[src/ciap_map.svh]
// Register map constants for the indirect register access port
`ifndef CIAP_MAP_SVH
`define CIAP_MAP_SVH
`define CIAP_IDX_W          2
`define CIAP_IDX_CTRL       2'h0
`define CIAP_IDX_RESET      2'h0
`define CIAP_BIT_HALT       0
`define CIAP_BIT_INIT       1
`define CIAP_BIT_START      2
`define CIAP_BIT_INTEN      6
`define CIAP_BIT_INTR       7
`define CIAP_BIT_TXTO       14
`define CIAP_BIT_ERR        15
`define CIAP_TXTO_BYTES     11'h5ef
`define CIAP_CSR_RESET      16'h0001
`define CIAP_ZERO16         16'h0000
`endif

[src/ciap_pkg.sv]
// Types for the indirect register access port
`default_nettype none
package ciap_pkg;
   typedef struct packed {
      logic        sel_index;
      logic        wr;
      logic [15:0] wdata;
   } ciap_req_t;
   typedef enum logic [2:0] {
      CIAP_IDLE  = 3'b001,
      CIAP_FETCH = 3'b010,
      CIAP_RUN   = 3'b100
   } ciap_state_t;
endpackage
`default_nettype wire

[src/ciap_regfile.sv]
// Three-entry register store for the halt-only control registers
`include "ciap_map.svh"
`default_nettype none
module ciap_regfile #(
   parameter int WIDTH = 16,
   parameter int DEPTH = 3
) (
   // Clock and reset
   input  wire logic                     clk_sys,
   input  wire logic                     rst_n,
   // Access
   input  wire logic                     we,
   input  wire logic [1:0]               addr,
   input  wire logic [WIDTH-1:0]         wdata,
   output var  logic [WIDTH-1:0]         rdata_q
);
   logic [WIDTH-1:0] mem_q [DEPTH];

   genvar i;
   generate
      for (i = 0; i < DEPTH; i++)
      begin : g_ent
         always_ff @(posedge clk_sys or negedge rst_n)
         begin
            if (!rst_n)
               mem_q[i] <= '0;
            else if (we && (addr == 2'(i + 1)))
               mem_q[i] <= wdata;
         end
      end
   endgenerate

   // Registered read port
   always_ff @(posedge clk_sys or negedge rst_n)
   begin
      if (!rst_n)
         rdata_q <= '0;
      else if (addr != `CIAP_IDX_CTRL)
         rdata_q <= mem_q[addr - 2'h1];
      else
         rdata_q <= '0;
   end
endmodule
`default_nettype wire

[src/ciap_top.sv]
// Indirect control/status register access port with transmit timeout flag
// Behaviour
// Four registers, reached only indirectly
// Write index, then access data port
// Index holds until next index write
// Select low data, high index
// Sixteen-bit data port reads/writes selected register
// Registers one-three only while halted
// Not halted: ready, read undefined, write dropped
// Host places twelve-word init block
// Separate rings, four-word quad-aligned entries
// Buffers may start at any byte
// Init block fetched before rings
// Flag transmitter on channel too long
// Flag after 1519 bytes, interrupt if enabled
// Index bits 15:2 read zero
// Reset clears index to zero
`include "ciap_map.svh"
`default_nettype none
module ciap_top (
   // Clock and reset
   input  wire logic              clk_sys,
   input  wire logic              rst_n,
   // Slave access port
   input  wire logic              cs,
   input  wire logic              port_sel,
   input  wire logic              rd,
   input  wire logic [15:0]       dal_in,
   output var  logic [15:0]       dal_out_q,
   output logic                   dal_oe,
   output logic                   ready,
   // Engine events
   input  wire logic              init_done,
   input  wire logic              tx_byte,
   input  wire logic              tx_frame_end,
   // Engine control and status
   output logic                   halted,
   output logic                   fetch_init,
   output logic                   ring_access,
   output logic                   irq
);
   ciap_pkg::ciap_req_t   req;
   ciap_pkg::ciap_state_t state_q;
   logic [`CIAP_IDX_W-1:0] idx_q;
   logic [15:0]           ctrl_q;
   logic [10:0]           txcnt_q;
   logic [15:0]           rf_rdata;
   logic                  acc_q;
   logic                  data_wr;
   logic                  ctrl_wr;
   logic                  rf_ok;
   logic                  txto_set;

   assign req.sel_index = port_sel;
   assign req.wr        = cs & ~rd;
   assign req.wdata     = dal_in;

   // One-cycle ready per access
   always_ff @(posedge clk_sys or negedge rst_n)
   begin
      if (!rst_n)
         acc_q <= 1'b0;
      else
         acc_q <= cs & ~acc_q;
   end
   assign ready  = acc_q;
   assign dal_oe = acc_q & rd;

   assign data_wr = req.wr && !acc_q && !req.sel_index;
   assign ctrl_wr = data_wr && (idx_q == `CIAP_IDX_CTRL);
   assign rf_ok   = ctrl_q[`CIAP_BIT_HALT];

   // Index pointer
   always_ff @(posedge clk_sys or negedge rst_n)
   begin
      if (!rst_n)
         idx_q <= `CIAP_IDX_RESET;
      else if (req.wr && !acc_q && req.sel_index)
         idx_q <= req.wdata[`CIAP_IDX_W-1:0];   // see R02
   end

   ciap_regfile #(.WIDTH(16), .DEPTH(3)) u_rf (
      .clk_sys (clk_sys),
      .rst_n   (rst_n),
      .we      (data_wr && (idx_q != `CIAP_IDX_CTRL) && rf_ok),
      .addr    (idx_q),
      .wdata   (req.wdata),
      .rdata_q (rf_rdata)
   );

   // Transmit byte counter
   always_ff @(posedge clk_sys or negedge rst_n)
   begin
      if (!rst_n)
         txcnt_q <= '0;
      else if (tx_frame_end || ctrl_q[`CIAP_BIT_HALT])
         txcnt_q <= '0;
      else if (tx_byte && txcnt_q != `CIAP_TXTO_BYTES)
         txcnt_q <= txcnt_q + 11'h1;   // see R12
   end
   assign txto_set = tx_byte && (txcnt_q == `CIAP_TXTO_BYTES - 11'h1);  // see R12

   // Register zero: halt, init, start, interrupt enable, timeout flag
   always_ff @(posedge clk_sys or negedge rst_n)
   begin
      if (!rst_n)
         ctrl_q <= `CIAP_CSR_RESET;
      else if (ctrl_wr && req.wdata[`CIAP_BIT_HALT])
         ctrl_q <= `CIAP_CSR_RESET;
      else
      begin
         if (ctrl_wr)
         begin
            if (req.wdata[`CIAP_BIT_INIT])
               ctrl_q[`CIAP_BIT_INIT] <= 1'b1;
            if (req.wdata[`CIAP_BIT_START])
               ctrl_q[`CIAP_BIT_START] <= 1'b1;
            if (req.wdata[`CIAP_BIT_INIT] || req.wdata[`CIAP_BIT_START])
               ctrl_q[`CIAP_BIT_HALT] <= 1'b0;
            ctrl_q[`CIAP_BIT_INTEN] <= req.wdata[`CIAP_BIT_INTEN];
         end
         // Set wins over write-one clear
         if (txto_set)
            ctrl_q[`CIAP_BIT_TXTO] <= 1'b1;
         else if (ctrl_wr && req.wdata[`CIAP_BIT_TXTO])
            ctrl_q[`CIAP_BIT_TXTO] <= 1'b0;
      end
   end

   // Init fetch precedes ring access
   always_ff @(posedge clk_sys or negedge rst_n)
   begin
      if (!rst_n)
         state_q <= ciap_pkg::CIAP_IDLE;
      else if (ctrl_q[`CIAP_BIT_HALT])
         state_q <= ciap_pkg::CIAP_IDLE;
      else
         unique case (state_q)
            ciap_pkg::CIAP_IDLE:
               if (ctrl_q[`CIAP_BIT_INIT])
                  state_q <= ciap_pkg::CIAP_FETCH;
            ciap_pkg::CIAP_FETCH:
               if (init_done)
                  state_q <= ciap_pkg::CIAP_RUN;
            ciap_pkg::CIAP_RUN:
               state_q <= ciap_pkg::CIAP_RUN;
            default:
               state_q <= ciap_pkg::CIAP_IDLE;
         endcase
   end

   assign halted      = ctrl_q[`CIAP_BIT_HALT];
   assign fetch_init  = (state_q == ciap_pkg::CIAP_FETCH);
   assign ring_access = (state_q == ciap_pkg::CIAP_RUN) && ctrl_q[`CIAP_BIT_START];
   assign irq = ctrl_q[`CIAP_BIT_INTEN] & ctrl_q[`CIAP_BIT_TXTO];

   // Read data
   always_ff @(posedge clk_sys or negedge rst_n)
   begin
      if (!rst_n)
         dal_out_q <= `CIAP_ZERO16;
      else if (cs && !acc_q)
      begin
         if (req.sel_index)
            dal_out_q <= {14'h0000, idx_q};
         else if (idx_q == `CIAP_IDX_CTRL)
            dal_out_q <= {ctrl_q[15], ctrl_q[14:8], irq, ctrl_q[6:0]} |
                         {ctrl_q[`CIAP_BIT_TXTO], 15'h0000};
         else
            dal_out_q <= rf_ok ? rf_rdata : `CIAP_ZERO16;
      end
   end

   property p_ready_one;
      @(posedge clk_sys) disable iff (!rst_n)
      (cs && !acc_q) |=> ready ##1 !ready;
   endproperty
   a_ready_one: assert property (p_ready_one) else $error("ready not one cycle");

   property p_idx_hold;
      @(posedge clk_sys) disable iff (!rst_n)
      !(cs && !rd && port_sel && !acc_q) |=> $stable(idx_q);
   endproperty
   a_idx_hold: assert property (p_idx_hold) else $error("index changed");

   property p_idx_load;
      @(posedge clk_sys) disable iff (!rst_n)
      (cs && !rd && port_sel && !acc_q) |=> idx_q == $past(dal_in[1:0]);
   endproperty
   a_idx_load: assert property (p_idx_load) else $error("index not loaded");

   property p_idx_rd;
      @(posedge clk_sys) disable iff (!rst_n)
      (cs && rd && port_sel && !acc_q) |=> dal_out_q[15:2] == 14'h0000;
   endproperty
   a_idx_rd: assert property (p_idx_rd) else $error("reserved bits set");

   property p_txto;
      @(posedge clk_sys) disable iff (!rst_n)
      txto_set && !(ctrl_wr && req.wdata[`CIAP_BIT_HALT]) |=> ctrl_q[`CIAP_BIT_TXTO];
   endproperty
   a_txto: assert property (p_txto) else $error("timeout flag missed");

   property p_txto_cnt;
      @(posedge clk_sys) disable iff (!rst_n)
      $rose(ctrl_q[`CIAP_BIT_TXTO]) |->
         $past(tx_byte) && ($past(txcnt_q) == `CIAP_TXTO_BYTES - 11'h1);
   endproperty
   a_txto_cnt: assert property (p_txto_cnt) else $error("timeout count wrong");

   property p_order;
      @(posedge clk_sys) disable iff (!rst_n)
      (state_q == ciap_pkg::CIAP_RUN) |-> $past(state_q) != ciap_pkg::CIAP_IDLE;
   endproperty
   a_order: assert property (p_order) else $error("ring before init");

   property p_nohalt_wr;
      @(posedge clk_sys) disable iff (!rst_n)
      (data_wr && idx_q != `CIAP_IDX_CTRL && !rf_ok) |=>
         $stable(u_rf.mem_q[0]) && $stable(u_rf.mem_q[1]) && $stable(u_rf.mem_q[2]);
   endproperty
   a_nohalt_wr: assert property (p_nohalt_wr) else $error("write while running");

   // Bus handshake and index port checks
   property p_no_ready;
      @(posedge clk_sys) disable iff (!rst_n)
      !cs |=> !ready;
   endproperty
   a_no_ready: assert property (p_no_ready) else $error("ready without access");

   property p_dal_oe;
      @(posedge clk_sys) disable iff (!rst_n)
      (cs && rd && !acc_q) |=> dal_oe;
   endproperty
   a_dal_oe: assert property (p_dal_oe) else $error("read not driven");

   property p_oe_wr;
      @(posedge clk_sys) disable iff (!rst_n)
      (cs && !rd && !acc_q) |=> !dal_oe;
   endproperty
   a_oe_wr: assert property (p_oe_wr) else $error("bus driven on write");

   property p_four_regs;
      @(posedge clk_sys) disable iff (!rst_n)
      (cs && rd && port_sel && !acc_q) |=> dal_out_q[`CIAP_IDX_W-1:0] == $past(idx_q);
   endproperty
   a_four_regs: assert property (p_four_regs) else $error("index read wrong");

   property p_idx_wr_ctrl;
      @(posedge clk_sys) disable iff (!rst_n)
      (cs && !rd && port_sel && !acc_q) |=> $stable(ctrl_q[`CIAP_BIT_HALT]);
   endproperty
   a_idx_wr_ctrl: assert property (p_idx_wr_ctrl) else $error("index write leaked");

   // Data port and byte counter checks
   property p_ctrl_rd;
      @(posedge clk_sys) disable iff (!rst_n)
      (cs && rd && !port_sel && !acc_q && idx_q == `CIAP_IDX_CTRL) |=>
         dal_out_q[`CIAP_BIT_HALT] == $past(ctrl_q[`CIAP_BIT_HALT]);
   endproperty
   a_ctrl_rd: assert property (p_ctrl_rd) else $error("register zero read wrong");

   property p_rf_rd;
      @(posedge clk_sys) disable iff (!rst_n)
      (cs && rd && !port_sel && !acc_q && idx_q != `CIAP_IDX_CTRL && rf_ok) |=>
         dal_out_q == $past(u_rf.mem_q[idx_q - 2'h1]);
   endproperty
   a_rf_rd: assert property (p_rf_rd) else $error("register read wrong");

   property p_nohalt_rd;
      @(posedge clk_sys) disable iff (!rst_n)
      (cs && rd && !port_sel && !acc_q && idx_q != `CIAP_IDX_CTRL && !rf_ok) |=>
         dal_out_q == `CIAP_ZERO16;
   endproperty
   a_nohalt_rd: assert property (p_nohalt_rd) else $error("running read not blanked");

   property p_halt_wr;
      @(posedge clk_sys) disable iff (!rst_n)
      (ctrl_wr && req.wdata[`CIAP_BIT_HALT]) |=> ctrl_q == `CIAP_CSR_RESET;
   endproperty
   a_halt_wr: assert property (p_halt_wr) else $error("halt did not reset");

   property p_txto_clr;
      @(posedge clk_sys) disable iff (!rst_n)
      (ctrl_wr && req.wdata[`CIAP_BIT_TXTO] && !txto_set) |=> !ctrl_q[`CIAP_BIT_TXTO];
   endproperty
   a_txto_clr: assert property (p_txto_clr) else $error("timeout flag not cleared");

   property p_txto_keep;
      @(posedge clk_sys) disable iff (!rst_n)
      (ctrl_wr && !req.wdata[`CIAP_BIT_TXTO] && !req.wdata[`CIAP_BIT_HALT] &&
       ctrl_q[`CIAP_BIT_TXTO]) |=> ctrl_q[`CIAP_BIT_TXTO];
   endproperty
   a_txto_keep: assert property (p_txto_keep) else $error("timeout flag lost");

   property p_cnt_clr;
      @(posedge clk_sys) disable iff (!rst_n)
      tx_frame_end |=> txcnt_q == '0;
   endproperty
   a_cnt_clr: assert property (p_cnt_clr) else $error("byte count not cleared");

   // Engine order checks
   property p_halt_stop;
      @(posedge clk_sys) disable iff (!rst_n)
      halted |=> !fetch_init && !ring_access;
   endproperty
   a_halt_stop: assert property (p_halt_stop) else $error("engine active while halted");

   property p_init_go;
      @(posedge clk_sys) disable iff (!rst_n)
      (state_q == ciap_pkg::CIAP_IDLE && ctrl_q[`CIAP_BIT_INIT] && !halted) |=>
         fetch_init;
   endproperty
   a_init_go: assert property (p_init_go) else $error("init fetch not started");
endmodule
`default_nettype wire

[config.mk]
export PLATFORM = sky130hd
export DESIGN_NAME = ciap_top
export DESIGN_NICKNAME = d
export VERILOG_FILES = /design/src/ciap_pkg.sv /design/src/ciap_regfile.sv /design/src/ciap_top.sv
export VERILOG_INCLUDE_DIRS = /design/src
export SDC_FILE = /design/constraint.sdc
export NUM_CORES = 1
export LEC_CHECK = 0
export ABC_AREA = 1
export BUFFER_PORTS_ARGS = -buffer_cell sky130_fd_sc_hd__clkbuf_2
export CORE_MARGIN = 2
export CORE_UTILIZATION = 58
export DETAILED_ROUTE_END_ITERATION = 8
export GPL_ROUTABILITY_DRIVEN = 0
export PLACE_DENSITY = 0.87
export REMOVE_ABC_BUFFERS = 1
export SLEW_MARGIN = 0
export SYNTH_ARGS = -nofsm -noshare
export SYNTH_HDL_FRONTEND = slang
export SYNTH_SLANG_ARGS = --single-unit
[constraint.sdc]
create_clock -name clk_sys -period 3.15 [get_ports clk_sys]
set_input_delay 0.1575 -clock clk_sys [delete_from_list [all_inputs] [get_ports clk_sys]]
set_output_delay 0.1575 -clock clk_sys [all_outputs]
set_load 0.01 [all_outputs]
==> flow_summary.ini, run 1 <==
[worst_hold_path]
hold_end = ready
hold_depth = 3
hold_path_class = in -> reg
min_from = cs

[synthesis]
synth.cell_area_um2 = 4730
synth_area_leaders = dfrtp_1 (53%), nand2_1 (12%), o21ai_2 (5.4%)
yosys-top-cells-count = nand2_1 (150), dfrtp_1 (100), inv_1 (39), o21ai_0 (36), o21ai_2 (29)
ys_warn_count = 0
yosysSeqAreaShare_pct = 54.0
ys_async_sr_fraction_pct = 100
synth.avg_cell_area_um2 = 9.21
synth_ff_type = dfrtp_1
synth_cell_type_count = 34
yosysMostFrequentCell = nand2_1
synth_edf_count = 0
syn_inst = 514
yosysTopAreaCellShare_pct = 52.9
yosys.area.top_type = dfrtp_1
synth_seq_cells = 102

[timing]
maxSlewHeadroom_pct = 48.1
setup_violations = 0
hold_violations = 0
tightestPinTransition_ps = 778
fmax_mhz = 480
period_needed_ps = 2080
fin_skew_ps = 13.1
finalMaxSlewViolations = 0
rsz0062_at_grt = false
min_period_over_period_pct = 66.1
timing.setup.tns_ps = 0

[worst_setup_path]
endpoint_kind = flop
cp_cell_sequence = inv_1 > ha_1 > nor2_4 > nand3_4 > nand2_1 > o21ai_2
critPathMaxFanout = 32
cp.arrival_ps = 2330
critPathRequiredTime_ps = 3400
critPathKind = reg -> reg
critPathLaunch = idx_q[1]
reg2reg_to = u_rf.mem_q[22]
cpPeakStageDelay_ps = 440
ff2ff_path_depth = 6
r2r-start = idx_q[1]
critPathTopFamily = simple AND/OR/NAND/NOR gates
r2r_setup_slack_ps = 1070
critPathSlowestCell = nor2_4
crit_cells = 6
path_buf_inv = 1
cp-start-kind = flop

[clocking]
cts_sinks = 102
cts_setup_buffers = 0
clock_path_buffers = 2
root_buffer = clkbuf_8
cts_tree = yes
insertion_delay_ps = 370
cts_buffers = 9
htreeDepth = 3
clk_pin_slew_ps = 100

[route]
routed_wl_um = 10000
postRouteAntennaNets = 0
avgRoutedWirePerCell_um = 15.2
vias_per_cell = 5.57
vias = 3677
drt_iter0_markers = 350
firstDrtPassIters = 5
drc_errors = 0

[layout]
regArea_um2 = 2550
area_delta_synth_final_pct = 8.88
diodes = 0
drive_gt1_share_pct = 19.5
final_net_count = 583
multiInputGateArea_um2 = 1850
final_cell_count_no_fill = 660
fillerInstances = 639

[placement]
place_hpwl_um = 6580
numPortBuffers = 45
placed_cells = 643

[floorplan]
die_w_um = 94.3
die_h_um = 94.3
core_um2 = 7810
rows = 32
die_area_um2 = 8900
io-pin-count = 46
start_util_pct = 60.6

[global_routing]
grt.total_usage_pct = 24.7
grt_max_degree = 63
gr-total-overflow = 0
grt_pass1_wl_um = 17000
grt_pass1_vias = 3532
antenna_found_initial = 0

[power]
power_density_nw_per_um2 = 589
power_mw = 3.03
leakage_nw = 2.51
ir_worst_vdd_v = 0.000309

[flow_run]
cap_viol_max_count = 0

[status]
status = complete, no violations
## routing by layer
metal,track usage (%),share of wire [%],vias up
li1,-,-,1766
met5,0,0,-
met3,5.70,5.6,16
met1,33.6,44,1770
met4,6.64,1.6,0
met2,40.4,49,125
## cells in the final DEF, fill, tap and decap left out, types with 3 or more instances in the layout
cell type and n:
nand2_1 150, dfrtp_1 100, clkbuf_2 44, inv_1 39, o21ai_0 36, o21ai_2 29
a21oi_1 26, nor2_1 20, o21ai_1 19, o21a_1 17, nand3_1 13, nand4_1 10
clkbuf_8 10, ha_1 6, buf_4 6, nor2_4 3, nor3_1 3, nand3_4 3
## worst min-delay path, stage by stage
cell      delay (ps)
clkbuf_2          80
inv_1             80
nor2_4            70
## registers in the layout, indices dropped and copies added, names as in the netlist
register	cells
dal_out_q	16
u_rf.mem_q	48
state_q	3
idx_q	2
txcnt_q	11
u_rf.rdata_q	16
ctrl_q	5
ready	1
## layout make-up
type                       instances  share of cell area [%]
clock buffer                      10                    2.67
clock inverter                     6                    1.02
inverter                          40                    2.91
multi-input combinational        349                    36.0
sequential                       102                    49.6
tap                              102                    2.48
timing repair buffer              51                    5.34
## logic make-up (layout without fill, tap and decap cells)
kind of cell,after synthesis,in the layout,synth area share (%)
flip-flops,102,102,54.0
AND/OR/NAND/NOR,208,208,19.6
adder cells (fa/ha/maj),6,6,1.59
AO/OA/AOI/OAI,134,134,17.8
buffers and inverters,63,107,6.82
XOR/XNOR,1,1,0.185
## report_power, final
part	switching, mW	leakage [nW]	internal (mW)	total (mW)
combinational	0.412	1.03	0.230	0.641
clock	0.471	0.0967	0.323	0.794
sequential	0.112	1.39	1.49	1.60
## worst max-delay path by stage
stage	endpoint	slack, ps
floorplan	u_rf.mem_q[16]	640
global placement	u_rf.mem_q[9]	1210
detailed placement	u_rf.mem_q[42]	1120
CTS	u_rf.mem_q[31]	1080
global route	u_rf.mem_q[42]	930
finish	u_rf.mem_q[22]	1070
## metrics by stage
step / util [%] / hold slack (ps) / setup WS [ps] / area (um2)
6_report: 66.0 / 53.0 / 1070 / 5150
4_1_cts: 66.0 / 45.3 / 1080 / 5150
3_3_place_gp: 63.4 / 272 / 1210 / 4950
5_1_grt: 66.0 / 41.7 / 929 / 5150
3_5_place_dp: 63.4 / 284 / 1120 / 4950
2_1_floorplan: - / -138 / 642 / 4560
## timing repair
item                                   CTS  global route
resized for setup                        0             0
hold buffers                             1             0
endpoints found under the hold margin   60             0
No activity file was read; power rests on OpenSTA's default activity.
==> run 2, diff against run 1 <==
--- a/config.mk
+++ b/config.mk
@@ -9,10 +9,10 @@
 export ABC_AREA = 1
 export BUFFER_PORTS_ARGS = -buffer_cell sky130_fd_sc_hd__clkbuf_2
 export CORE_MARGIN = 2
-export CORE_UTILIZATION = 58
+export CORE_UTILIZATION = 53
 export DETAILED_ROUTE_END_ITERATION = 8
 export GPL_ROUTABILITY_DRIVEN = 0
-export PLACE_DENSITY = 0.87
+export PLACE_DENSITY = 0.84
 export REMOVE_ABC_BUFFERS = 1
 export SLEW_MARGIN = 0
 export SYNTH_ARGS = -nofsm -noshare
==> constraint.sdc (replaced) <==
create_clock -name clk_sys -period 1.8 [get_ports clk_sys]
set_input_delay 0.09 -clock clk_sys [delete_from_list [all_inputs] [get_ports clk_sys]]
set_output_delay 0.09 -clock clk_sys [all_outputs]
set_load 0.01 [all_outputs]
==> flow_summary.ini, run 2 (synthesis gave the netlist of run 1 again) <==
[timing]
hold_violations = 0
setup_ws_ps = 106
setup_violations = 0
period_needed_ps = 1690
fmax_mhz = 590
finalMaxSlewViolations = 0
tightestPinTransition_ps = 464
fin_skew_ps = 6.76
timing.setup.tns_ps = 0
maxSlewHeadroom_pct = 69.0
whs_ps = 8.43
min_period_over_period_pct = 94.1

[route]
avgRoutedWirePerCell_um = 14.7
routed.top_layer = met4
vias = 3644
met3RoutedLength_um = 389
drc_errors = 0
routed_wl_um = 9990
wl_met1_um = 4490
dr_wl_met2_um = 4920
vias_per_cell = 5.36
firstDrtPassIters = 5
postRouteAntennaNets = 0
drt_iter0_markers = 219

[global_routing]
grt_max_degree = 51
grt_pass1_wl_um = 17000
grt_pass1_vias = 3654
antenna_found_initial = 0
grt.total_usage_pct = 21.8
gr-total-overflow = 0

[layout]
largest_register = u_rf.mem_q
area_delta_synth_final_pct = 12.8
regArea_um2 = 2550
final_cell_count_no_fill = 680
final_cell_mix = nand2_1 (150), dfrtp_1 (100), clkbuf_2 (44)
diodes = 0
fillerInstances = 726
fin_util_pct = 61.5
largestRegisters = u_rf.mem_q: 48 flops, dal_out_q: 16 flops, u_rf.rdata_q: 16 flops
final_area_um2 = 5340
multiInputGateArea_um2 = 1870
final_net_count = 597
largest_reg_flops = 48
drive_gt1_share_pct = 21.3
final_common_cell = nand2_1

[worst_setup_path]
cp_cell_sequence = ha_2 > nand3_1 > nor2_2 > nand2_1 > nand2_1 > nand2_1 > clkinvlp_4 > nand2_1 > nand2_1
path_buf_inv = 1
critPathKind = reg -> reg
cpPeakStageDelay_ps = 430
r2r_setup_slack_ps = 110
endpoint_kind = flop
critPathSlowestCell = dfrtp_1
critPathMaxFanout = 6
cp.arrival_ps = 1940
crit_top_cell = nand2_1
cp-start-kind = flop
critPathRequiredTime_ps = 2050
critPathTopFamily = simple AND/OR/NAND/NOR gates

[placement]
placed_cells = 658
place_hpwl_um = 6950
numPortBuffers = 45
place_ws_ps = 85.3
post_dp_cell_area_um2 = 5080

[worst_hold_path]
hold_path_class = in -> reg

[power]
leakage_nw = 2.58
ir_worst_vdd_v = 0.000351
power_mw = 5.34
power_density_nw_per_um2 = 1000

[flow_run]
cap_viol_max_count = 0

[floorplan]
start_util_pct = 54.5
io-pin-count = 46
rows = 34
die_w_um = 98.5
die_area_um2 = 9700
die_h_um = 98.5
core_um2 = 8680

[clocking]
cts_buffers = 9
cts_sinks = 102
htreeDepth = 3
cts_tree = yes
clock_path_buffers = 2
clk_pin_slew_ps = 90
root_buffer = clkbuf_8
insertion_delay_ps = 360

[status]
status = complete, no violations
## run 2: cell count changes in the layout (fill, tap and decap cells not counted), moves of 2 or more
cell / before / now
buf_4: 6 / 12
buf_12: 0 / 4
clkinvlp_4: 1 / 4
dlygate4sd3_1: 1 / 4
clkbuf_1: 0 / 2
clkbuf_8: 10 / 12
inv_8: 2 / 0
nor2_1: 20 / 18
nor2_2: 0 / 2
## run 2: timing repair
item | CTS | global route
resized for setup | 0 | 6
endpoints found under the setup margin | 0 | 14
buffers inserted | 0 | 1
endpoints found under the hold margin | 29 | 0
hold buffers | 4 | 0
## run 2: worst paths after layout
| path | startpoint | to | depth (start not counted) |
|---|---|---|---|
| max | txcnt_q[0] | txcnt_q[5] | 9 |
| min | dal_in[13] | u_rf.mem_q[45] | 3 |
| max reg2reg | txcnt_q[0] | txcnt_q[5] | 9 |
| min reg2reg | u_rf.mem_q[40] | u_rf.mem_q[40] | 2 |
| max in group asynchronous | rst_n | u_rf.mem_q[11] | 3 |
| min in group asynchronous | rst_n | dal_out_q[12] | 2 |
## run 2: layout make-up
cell class | count | share of cell area [%]
inverters | 40 | 2.88
repair inverters | 1 | 0.141
repair buffers | 64 | 8.06
clock buffers | 14 | 3.23
multi-input cells | 349 | 35.0
flip-flops and latches | 102 | 47.9
well taps | 108 | 2.53
clock inverters | 2 | 0.281
## run 2: per-layer routing
metal	up-vias	global-route usage, %
met5	-	0
met4	0	9.27
met3	20	2.91
met2	101	35.8
met1	1725	29.6
li1	1798	-
## run 2: where the power goes
part           leakage, nW  total [mW]  internal [mW]  switching (mW)
clock               0.0889        1.35          0.618           0.736
combinational         1.11        1.19          0.465           0.726
sequential            1.39        2.80           2.60           0.195
## run 2: worst min-delay path, delay by kind of cell
family / cells / cell delay [ps]
buf+inv: 2 / 180
compound gates: 1 / 70
